===== src/inc/fccs_consts.svh =====
// Notes on behaviour
// - program is four write cycles; fourth starts it
// - extra sector confirms each within fifty microseconds
// - status reads must hit a sector being erased
// - identifier mode left only by read/reset command; the card model also leaves it on hardware reset
// - hold reset low at least five hundred nanoseconds
`ifndef FCCS_CONSTS_SVH
`define FCCS_CONSTS_SVH

`define FCCS_CLK_MHZ     40
`define FCCS_CLK_NS      25
`define FCCS_ADDR_W      21
`define FCCS_DATA_W      16

// strobe and access widths on the card pins
`define FCCS_T_WE_NS     50
`define FCCS_WE_CYC      ((`FCCS_T_WE_NS + `FCCS_CLK_NS - 1) / `FCCS_CLK_NS)
`define FCCS_T_RD_NS     150
`define FCCS_RD_CYC      ((`FCCS_T_RD_NS + `FCCS_CLK_NS - 1) / `FCCS_CLK_NS)

// sector accumulation window, longest time so rounded down
`define FCCS_T_WIN_US    50
`define FCCS_WIN_CYC     (`FCCS_T_WIN_US * `FCCS_CLK_MHZ)

// hardware reset pulse, least time so rounded up
`define FCCS_T_RST_NS    500
`define FCCS_RST_CYC     ((`FCCS_T_RST_NS + `FCCS_CLK_NS - 1) / `FCCS_CLK_NS)
// ready in read mode after reset assertion
`define FCCS_T_RDY_US    20
`define FCCS_RDY_CYC     (`FCCS_T_RDY_US * `FCCS_CLK_MHZ)
// wake time after reset release
`define FCCS_T_WAKE_NS   500
`define FCCS_WAKE_CYC    ((`FCCS_T_WAKE_NS + `FCCS_CLK_NS - 1) / `FCCS_CLK_NS)

// cycles before busy is trusted after the starting write
`define FCCS_BUSY_DLY    4
`define FCCS_CNT_W       16

// command bytes, replicated on both lanes
`define FCCS_D_UNLOCK1   8'hAA
`define FCCS_D_UNLOCK2   8'h55
`define FCCS_D_RESET     8'hF0
`define FCCS_D_IDENT     8'h90
`define FCCS_D_PROGRAM   8'hA0
`define FCCS_D_ERASE     8'h80
`define FCCS_D_CHIP      8'h10
`define FCCS_D_SECTOR    8'h30
`define FCCS_D_SUSPEND   8'hB0
`define FCCS_D_RESUME    8'h30

`endif


===== src/inc/fccs_pkg.sv =====
package fccs_pkg;

    typedef enum logic [3:0] {
        FCCS_OP_READ     = 4'h0,
        FCCS_OP_RESET    = 4'h1,
        FCCS_OP_IDENT    = 4'h2,
        FCCS_OP_PROGRAM  = 4'h3,
        FCCS_OP_CHIP_ER  = 4'h4,
        FCCS_OP_SECT_ER  = 4'h5,
        FCCS_OP_ADD_SECT = 4'h6,
        FCCS_OP_SUSPEND  = 4'h7,
        FCCS_OP_RESUME   = 4'h8,
        FCCS_OP_WAIT     = 4'h9,
        FCCS_OP_HW_RESET = 4'hA
    } fccs_op_e;

    typedef enum logic [6:0] {
        FCCS_ST_IDLE  = 7'h01,
        FCCS_ST_WRITE = 7'h02,
        FCCS_ST_READ  = 7'h04,
        FCCS_ST_WAIT  = 7'h08,
        FCCS_ST_RST   = 7'h10,
        FCCS_ST_RECOV = 7'h20,
        FCCS_ST_RESP  = 7'h40
    } fccs_state_e;

    typedef enum logic [3:0] {
        FCCS_CY_IDLE   = 4'h1,
        FCCS_CY_SETUP  = 4'h2,
        FCCS_CY_STROBE = 4'h4,
        FCCS_CY_HOLD   = 4'h8
    } fccs_cyc_state_e;

endpackage : fccs_pkg


===== src/inc/fccs_cyc_if.sv =====
`timescale 1ns/10ps
`include "fccs_consts.svh"

interface fccs_cyc_if;
    logic                     req;
    logic                     wr;
    logic [1:0]               lanes;
    logic [`FCCS_ADDR_W-1:0]  addr;
    logic [`FCCS_DATA_W-1:0]  wdata;
    logic                     done;
    logic [`FCCS_DATA_W-1:0]  rdata;

    modport master (output req, wr, lanes, addr, wdata, input done, rdata);
    modport bus    (input req, wr, lanes, addr, wdata, output done, rdata);
endinterface : fccs_cyc_if


===== src/fccs_ctrl.sv =====
`timescale 1ns/10ps
`include "fccs_consts.svh"

module fccs_ctrl
    import fccs_pkg::*;
(
    // clock and reset
    input  wire logic                    i_clk_sys,
    input  wire logic                    i_srst,
    // user command port
    input  wire logic                    i_cmd_valid,
    input  wire fccs_op_e                i_cmd_op,
    input  wire logic [`FCCS_ADDR_W-1:0] i_cmd_addr,
    input  wire logic [`FCCS_DATA_W-1:0] i_cmd_data,
    input  wire logic [1:0]              i_cmd_lanes,
    output logic                         o_cmd_ready,
    // user response port
    output logic                         o_rsp_valid,
    output logic                         o_rsp_err,
    output logic [`FCCS_DATA_W-1:0]      o_rsp_data,
    output logic                         o_window_open,
    output logic                         o_card_busy,
    // card pins
    output logic                         o_reset_n,
    output logic                         o_low_lane_select_n,
    output logic                         o_high_lane_select_n,
    output logic                         o_oe_n,
    output logic                         o_we_n,
    output logic [`FCCS_ADDR_W-1:0]      o_addr,
    output logic [`FCCS_DATA_W-1:0]      o_data,
    output logic [1:0]                   o_data_oe,
    input  wire logic [`FCCS_DATA_W-1:0] i_data,
    input  wire logic                    i_busy_n
);
    localparam logic [`FCCS_CNT_W-1:0] WIN_CYC  = `FCCS_CNT_W'(`FCCS_WIN_CYC);
    localparam logic [`FCCS_CNT_W-1:0] RST_CYC  = `FCCS_CNT_W'(`FCCS_RST_CYC);
    localparam logic [`FCCS_CNT_W-1:0] RDY_CYC  = `FCCS_CNT_W'(`FCCS_RDY_CYC);
    localparam logic [`FCCS_CNT_W-1:0] WAKE_CYC = `FCCS_CNT_W'(`FCCS_WAKE_CYC);
    localparam logic [`FCCS_CNT_W-1:0] BUSY_DLY = `FCCS_CNT_W'(`FCCS_BUSY_DLY);

    fccs_cyc_if cyc ();

    fccs_state_e                 st_q;
    fccs_op_e                    op_q;
    logic [2:0]                  step_q;
    logic [2:0]                  last_q;
    logic [`FCCS_ADDR_W-1:0]     addr_q;
    logic [`FCCS_DATA_W-1:0]     data_q;
    logic [1:0]                  lanes_q;
    logic                        req_q;
    logic [`FCCS_CNT_W-1:0]      cnt_q;
    logic [`FCCS_CNT_W-1:0]      win_q;

    // number of write cycles per command, minus one
    function automatic logic [2:0] seq_last(input fccs_op_e op);
        unique case (op)
            FCCS_OP_IDENT:   seq_last = 3'h2;
            FCCS_OP_PROGRAM: seq_last = 3'h3;
            FCCS_OP_CHIP_ER: seq_last = 3'h5;
            FCCS_OP_SECT_ER: seq_last = 3'h5;
            default:         seq_last = 3'h0;
        endcase
    endfunction : seq_last

    // command byte for a given step of a sequence
    function automatic logic [7:0] seq_byte(input fccs_op_e op, input logic [2:0] step);
        logic [7:0] b;
        b = `FCCS_D_RESET;
        if (op == FCCS_OP_SUSPEND) begin
            b = `FCCS_D_SUSPEND;
        end else if (op == FCCS_OP_RESUME) begin
            b = `FCCS_D_RESUME;
        end else if (op == FCCS_OP_ADD_SECT) begin
            b = `FCCS_D_SECTOR;
        end else if (op != FCCS_OP_RESET) begin
            unique case (step)
                3'h0:    b = `FCCS_D_UNLOCK1;
                3'h1:    b = `FCCS_D_UNLOCK2;
                3'h2: begin
                    if (op == FCCS_OP_IDENT) begin
                        b = `FCCS_D_IDENT;
                    end else if (op == FCCS_OP_PROGRAM) begin
                        b = `FCCS_D_PROGRAM;
                    end else begin
                        b = `FCCS_D_ERASE;
                    end
                end
                3'h3:    b = `FCCS_D_UNLOCK1;
                3'h4:    b = `FCCS_D_UNLOCK2;
                default: b = (op == FCCS_OP_CHIP_ER) ? `FCCS_D_CHIP : `FCCS_D_SECTOR;
            endcase
        end
        seq_byte = b;
    endfunction : seq_byte

    // program data goes out as given; every other byte on both lanes
    assign cyc.wr    = (st_q == FCCS_ST_WRITE);
    assign cyc.req   = req_q;
    assign cyc.addr  = addr_q;
    assign cyc.lanes = lanes_q;
    assign cyc.wdata = (op_q == FCCS_OP_PROGRAM && step_q == 3'h3) ? data_q
                     : {2{seq_byte(op_q, step_q)}};

    fccs_bus_cycle u_bus_cycle (
        .i_clk_sys            (i_clk_sys),
        .i_srst               (i_srst),
        .cyc                  (cyc.bus),
        .o_low_lane_select_n  (o_low_lane_select_n),
        .o_high_lane_select_n (o_high_lane_select_n),
        .o_oe_n               (o_oe_n),
        .o_we_n               (o_we_n),
        .o_addr               (o_addr),
        .o_data               (o_data),
        .o_data_oe            (o_data_oe),
        .i_data               (i_data)
    );

    // accumulation window timer, restarted by each sector confirm
    always_ff @(posedge i_clk_sys) begin
        if (i_srst) begin
            win_q <= '0;
        end else if (st_q == FCCS_ST_WRITE && cyc.done && step_q == last_q) begin
            if (op_q == FCCS_OP_SECT_ER || op_q == FCCS_OP_ADD_SECT) begin
                win_q <= WIN_CYC;
            end else begin
                win_q <= '0;
            end
        end else if (st_q == FCCS_ST_RST) begin
            win_q <= '0;
        end else if (win_q != '0) begin
            win_q <= win_q - `FCCS_CNT_W'(1);
        end
    end

    always_ff @(posedge i_clk_sys) begin
        if (i_srst) begin
            o_window_open <= 1'b0;
            o_card_busy   <= 1'b0;
        end else begin
            o_window_open <= (win_q > `FCCS_CNT_W'(1));
            o_card_busy   <= ~i_busy_n;
        end
    end

    // main command sequencer
    always_ff @(posedge i_clk_sys) begin
        if (i_srst) begin
            st_q        <= FCCS_ST_IDLE;
            op_q        <= FCCS_OP_READ;
            step_q      <= 3'h0;
            last_q      <= 3'h0;
            addr_q      <= '0;
            data_q      <= '0;
            lanes_q     <= 2'h0;
            req_q       <= 1'b0;
            cnt_q       <= '0;
            o_cmd_ready <= 1'b0;
            o_rsp_valid <= 1'b0;
            o_rsp_err   <= 1'b0;
            o_rsp_data  <= '0;
            o_reset_n   <= 1'b1;
        end else begin
            req_q       <= 1'b0;
            o_rsp_valid <= 1'b0;
            unique case (st_q)
                FCCS_ST_IDLE: begin
                    o_cmd_ready <= 1'b1;
                    if (i_cmd_valid && o_cmd_ready) begin
                        o_cmd_ready <= 1'b0;
                        op_q        <= i_cmd_op;
                        addr_q      <= i_cmd_addr;
                        data_q      <= i_cmd_data;
                        lanes_q     <= i_cmd_lanes;
                        step_q      <= 3'h0;
                        last_q      <= seq_last(i_cmd_op);
                        o_rsp_err   <= 1'b0;
                        if (i_cmd_op == FCCS_OP_HW_RESET) begin
                            o_reset_n <= 1'b0;
                            cnt_q     <= RST_CYC;
                            st_q      <= FCCS_ST_RST;
                        end else if (i_cmd_op == FCCS_OP_WAIT) begin
                            cnt_q <= '0;
                            st_q  <= FCCS_ST_WAIT;
                        end else if (i_cmd_op == FCCS_OP_READ) begin
                            req_q <= 1'b1;
                            st_q  <= FCCS_ST_READ;
                        end else if (i_cmd_op == FCCS_OP_ADD_SECT && !o_window_open) begin
                            // a late confirm would not be taken by the card
                            o_rsp_err <= 1'b1;
                            st_q      <= FCCS_ST_RESP;
                        end else begin
                            req_q <= 1'b1;
                            st_q  <= FCCS_ST_WRITE;
                        end
                    end
                end
                FCCS_ST_WRITE: begin
                    if (cyc.done) begin
                        if (step_q == last_q) begin
                            if (op_q == FCCS_OP_PROGRAM || op_q == FCCS_OP_CHIP_ER
                                || op_q == FCCS_OP_RESUME) begin
                                cnt_q <= BUSY_DLY;
                                st_q  <= FCCS_ST_WAIT;
                            end else begin
                                st_q <= FCCS_ST_RESP;
                            end
                        end else begin
                            step_q <= step_q + 3'h1;
                            req_q  <= 1'b1;
                        end
                    end
                end
                FCCS_ST_READ: begin
                    if (cyc.done) begin
                        o_rsp_data <= cyc.rdata;
                        st_q       <= FCCS_ST_RESP;
                    end
                end
                FCCS_ST_WAIT: begin
                    // no new command reaches the card until busy drops
                    if (cnt_q != '0) begin
                        cnt_q <= cnt_q - `FCCS_CNT_W'(1);
                    end else if (i_busy_n) begin
                        st_q <= FCCS_ST_RESP;
                    end
                end
                FCCS_ST_RST: begin
                    if (cnt_q == `FCCS_CNT_W'(1)) begin
                        o_reset_n <= 1'b1;
                        cnt_q     <= (RDY_CYC > RST_CYC + WAKE_CYC)
                                   ? RDY_CYC - RST_CYC : WAKE_CYC;
                        st_q      <= FCCS_ST_RECOV;
                    end else begin
                        cnt_q <= cnt_q - `FCCS_CNT_W'(1);
                    end
                end
                FCCS_ST_RECOV: begin
                    if (cnt_q == `FCCS_CNT_W'(1)) begin
                        st_q <= FCCS_ST_RESP;
                    end else begin
                        cnt_q <= cnt_q - `FCCS_CNT_W'(1);
                    end
                end
                FCCS_ST_RESP: begin
                    o_rsp_valid <= 1'b1;
                    st_q        <= FCCS_ST_IDLE;
                end
            endcase
        end
    end

endmodule : fccs_ctrl


===== src/fccs_bus_cycle.sv =====
`timescale 1ns/10ps
`include "fccs_consts.svh"

module fccs_bus_cycle
    import fccs_pkg::*;
(
    // clock and reset
    input  wire logic                    i_clk_sys,
    input  wire logic                    i_srst,
    // request side
    fccs_cyc_if.bus                      cyc,
    // card pins
    output logic                         o_low_lane_select_n,
    output logic                         o_high_lane_select_n,
    output logic                         o_oe_n,
    output logic                         o_we_n,
    output logic [`FCCS_ADDR_W-1:0]      o_addr,
    output logic [`FCCS_DATA_W-1:0]      o_data,
    output logic [1:0]                   o_data_oe,
    input  wire logic [`FCCS_DATA_W-1:0] i_data
);
    localparam logic [3:0] WE_CYC = 4'(`FCCS_WE_CYC);
    localparam logic [3:0] RD_CYC = 4'(`FCCS_RD_CYC);

    fccs_cyc_state_e st_q;
    logic [3:0]      cnt_q;
    logic            wr_q;

    always_ff @(posedge i_clk_sys) begin
        if (i_srst) begin
            st_q                 <= FCCS_CY_IDLE;
            cnt_q                <= 4'h0;
            wr_q                 <= 1'b0;
            o_low_lane_select_n  <= 1'b1;
            o_high_lane_select_n <= 1'b1;
            o_oe_n               <= 1'b1;
            o_we_n               <= 1'b1;
            o_addr               <= '0;
            o_data               <= '0;
            o_data_oe            <= 2'h0;
            cyc.done             <= 1'b0;
            cyc.rdata            <= '0;
        end else begin
            cyc.done <= 1'b0;
            unique case (st_q)
                FCCS_CY_IDLE: begin
                    if (cyc.req) begin
                        // address and selects settle before any strobe edge
                        o_addr               <= cyc.addr;
                        o_data               <= cyc.wdata;
                        wr_q                 <= cyc.wr;
                        o_low_lane_select_n  <= ~cyc.lanes[0];
                        o_high_lane_select_n <= ~cyc.lanes[1];
                        o_data_oe            <= cyc.wr ? cyc.lanes : 2'h0;
                        st_q                 <= FCCS_CY_SETUP;
                    end
                end
                FCCS_CY_SETUP: begin
                    o_we_n <= ~wr_q;
                    o_oe_n <= wr_q;
                    cnt_q  <= wr_q ? WE_CYC : RD_CYC;
                    st_q   <= FCCS_CY_STROBE;
                end
                FCCS_CY_STROBE: begin
                    if (cnt_q == 4'h1) begin
                        // data held stable through the rising write edge
                        o_we_n <= 1'b1;
                        o_oe_n <= 1'b1;
                        if (!wr_q) begin
                            cyc.rdata <= i_data;
                        end
                        st_q <= FCCS_CY_HOLD;
                    end else begin
                        cnt_q <= cnt_q - 4'h1;
                    end
                end
                FCCS_CY_HOLD: begin
                    o_low_lane_select_n  <= 1'b1;
                    o_high_lane_select_n <= 1'b1;
                    o_data_oe            <= 2'h0;
                    cyc.done             <= 1'b1;
                    st_q                 <= FCCS_CY_IDLE;
                end
            endcase
        end
    end

endmodule : fccs_bus_cycle


===== config.mk =====
export PLATFORM = sky130hd
export DESIGN_NAME = fccs_ctrl
export DESIGN_NICKNAME = d
export VERILOG_FILES = /design/src/inc/fccs_pkg.sv /design/src/inc/fccs_cyc_if.sv /design/src/fccs_ctrl.sv /design/src/fccs_bus_cycle.sv
export VERILOG_INCLUDE_DIRS = /design/src /design/src/inc
export SDC_FILE = /design/constraint.sdc
export NUM_CORES = 1
export LEC_CHECK = 0
export BUFFER_PORTS_ARGS = -buffer_cell sky130_fd_sc_hd__buf_2
export CAP_MARGIN = 25
export CORE_UTILIZATION = 31
export DETAILED_ROUTE_END_ITERATION = 16
export PLACE_DENSITY = 0.51
export SLEW_MARGIN = 20
export SYNTH_ARGS = -nofsm -noshare
export SYNTH_HDL_FRONTEND = slang
export SYNTH_SLANG_ARGS = --single-unit
export TNS_END_PERCENT = 30

===== constraint.sdc =====
create_clock -name i_clk_sys -period 5.9 [get_ports i_clk_sys]
set_input_delay 0.295 -clock i_clk_sys [delete_from_list [all_inputs] [get_ports i_clk_sys]]
set_output_delay 0.295 -clock i_clk_sys [all_outputs]
set_load 0.01 [all_outputs]

==> results.md <==
* Placed Cells at about 1.4k
* LEAKAGE at 3.61 nW
* Post-Layout Cell Count at roughly 1.4k
* DIE HEIGHT at roughly 160 microns
* Unique masters post-synth at between 60 and 70
* Post-Route WL at 21.6 mm
* CTS Buffer Depth at 2
* Worst r2r path cells at 6
* Total GRT Usage at 16.8%
* Avg Inst Size Synth at 7.85 sq um
* Leading area contributor after synthesis: dfxtp_1
* R2r setup slk at roughly 3.0 ns
* Gr ovfl total at 0
* Layout overhead on the synthesized area at 19.2%
* Core Util, Final at a little under two fifths
* Leading register cell type out of synthesis: dfxtp_1
* FMAX at about 0.34 GHz
* Critical path's slowest cell: nand4b_1
* Final Skew at roughly 0.012 ns
* Share of cells above drive strength 1 at ~17%
* Hold endpoint: o_card_busy
* Worst EP required at ~6.2 ns
* RSZ-0062 raised after global routing: no
* Worst setup SP type: flip-flop
* Critical Path Fanout Max at 13
* Status: complete, no violations
* CTS Buf Count at 17
* Commonest cells after routing, fill and taps aside: 254 x nand2_1, 180 x dfxtp_1, 148 x a21oi_1, 126 x buf_2, 61 x nor2_1
* Power density cells at approximately 390 nW/um^2
* Antenna cells at 0
* Post-DRT Antenna Nets at 0
* Crit path setup slack, layout at 2.98 ns
* Yosys top cell area share at around 46%
* Crit path arrival time at between 3 and 4 ns
* Vias in the first global route at 6732
* H-tree levels at 4
* Largest net degree at the start of global routing at 87
* Synth Area in Simple Gates at between 20 and 30%
* Hold_buf cts at 0
* Crit. End Element: flip-flop
* Core Rows at 57
* HP Class: input pin to flip-flop
* Setup repair bufs after CTS at 0
* Sink Count at 180
* Setup slack at placement at roughly 3.0 ns
* Wire length of the first global-routing pass at 35.2 mm
* Worst Tran Pin Value at about 1.1 ns
* Worst-path cell chain: or3_1 > nor3_1 > nor3_1 > nand4b_1 > nor2_1 > o21ai_0
* Die W at around 160 microns
* Post-DP HPWL at 14.2 mm
* Crit path max-delay family: simple AND/OR/NAND/NOR gates
* Yosys warning count at 0
* DRC Markers at 0
* CP max stage delay at 0.62 ns
* DR WL/cell at ~15 microns
* Period Utilization, post-route at around half
* Fill cell count at around 2.6k
* FF-to-FF Start: st_q[4]
* WP buf/inv at 0
* Post-synth EDFFs at 0
* Starting density of the core at 32.0%
* Fin Hold WS at around 0.088 ns
* Post-synth ARST share at 0%
* Final hold viol count at 0
* I/O Buffers at 127
* Final GP Congestion at between 0.8 and 0.9
* R2r endpoint: cnt_q[11]
* DIE AREA at roughly 26000 sq um
* Post-CTS sizing at 0
* Root buffer cell: clkbuf_16
* Synth area leaders: dfxtp_1 46%, nand2_1 12%, a21oi_1 9.4%, nor2_1 2.9%, clkbuf_1 2.6%
* Clock slew at reported path FFs at 0.07 ns
* Max Slew Vio Count at 0
* Min Tclk post-route at ~2.9 ns
* Compound-cell area share of the yosys netlist at roughly 18%
* Worst VDD drop at about 0.16 mV
* Syn Std Cell Area at 7880 sq um
* Hold depth at 2
* Core area at between 20000 and 25000 sq um
* Multi-input gate area at 3980 sq um
* Synthesized Nets at 1080
* Via count at slightly above 7k
* # setup viols final at 0
* Synth Area in Adders at a little over 2%
* TritonCTS clock tree: done
* Type of the worst setup path: flip-flop to flip-flop
* Slew headroom at between 20 and 30%
* Nets at between 1k and 1.5k
* Commonest non-fill, non-tap cell in the layout: nand2_1
* Cell mode on critical path: nor3_1
* Worst skew pair latency at roughly 0.43 ns
* XOR/XNOR Fraction of Synth Area at under 10%
* MaxCap Viol Count at 0
* Pre-antenna DRT Iters at 5
* Boundary Pins at 128
* Vias per inst at around 5.0
* DRT iter0 DRCs at about 450
* Hold Path Origin: i_busy_n
* Largest family of logic cells by synthesized area: simple AND/OR/NAND/NOR gates
* Setup TNS at 0 ns
* Initial antenna violation count at 0
* Yosys reg bits at 180
* Post-synthesis cell count at around 1k
* Sequential area share after synthesis at a little under half
* Register Area at approximately 3600 sq um
* Mux share of post-synthesis cell area at less than 1%
## per-stage QoR
stage | total power [mW] | cell area [sq um]
final | 3.70 | 9390
after CTS | 3.74 | 9390
after detailed placement | 2.49 | 8750
after floorplan | 2.22 | 7880
after global routing | 3.93 | 9390
after global placement | 2.49 | 8740
## sequential cells by signal, indices dropped and copies added, names as in the netlist, 2 cells and up
signal / flops
addr_q: 21
u_bus_cycle.o_addr: 21
cnt_q: 16
data_q: 16
o_rsp_data: 16
u_bus_cycle.cyc.rdata: 16
u_bus_cycle.o_data: 16
win_q: 16
st_q: 7
op_q: 4
u_bus_cycle.cnt_q: 4
u_bus_cycle.st_q: 4
last_q: 3
step_q: 3
cyc.lanes: 2
u_bus_cycle.o_data_oe: 2
## power by group
group	switching (mW)	total [mW]	internal, mW
clock	0.552	1.24	0.690
sequential	0.114	1.46	1.35
combinational	0.627	1.00	0.373
## area by class of cell
| class | instances | area share, % |
|---|---|---|
| inverters | 15 | 0.600 |
| well taps | 324 | 4.32 |
| flip-flops and latches | 180 | 38.4 |
| clock buffers | 17 | 4.53 |
| clock inverters | 15 | 2.24 |
| repair buffers | 136 | 7.56 |
| multi-input cells | 748 | 42.4 |
## layer usage
layer  GRT usage [%]  share of wire [%]  up-vias
met5               0                  0        -
met4            5.27                1.3        0
met3            3.03                4.0       20
met2            28.3                 47      153
met1            21.7                 48     3315
li1                -                  -     3657
## Yosys cell counts (10+ instances only)
cell type  number
xor2_1         13
ha_1           13
inv_1          13
nand2_1       254
a21oi_1       148
xnor2_1        10
nor3_1         26
nor4_1         12
o21ai_0        39
nor2_1         61
dfxtp_1       180
clkbuf_1       54
nand2b_1       12
nand3_1        21
## worst max path at each step
stage / from / endpoint / cells past startpoint
floorplan: cnt_q[4] / cnt_q[4] / 7
global placement: st_q[4] / cnt_q[13] / 6
detailed placement: st_q[4] / cnt_q[5] / 6
CTS: st_q[4] / cnt_q[11] / 6
global route: st_q[4] / cnt_q[11] / 6
finish: st_q[4] / cnt_q[11] / 6
## cell families (layout without fill, tap and decap cells)
logic type,Yosys count,count (layout)
buf+inv,76,183
mux,5,5
simple gates,459,459
compound gates,248,248
xor+xnor,23,23
fa+ha+maj,13,13
flops,180,180
No activity file was read; power rests on OpenSTA's default activity.
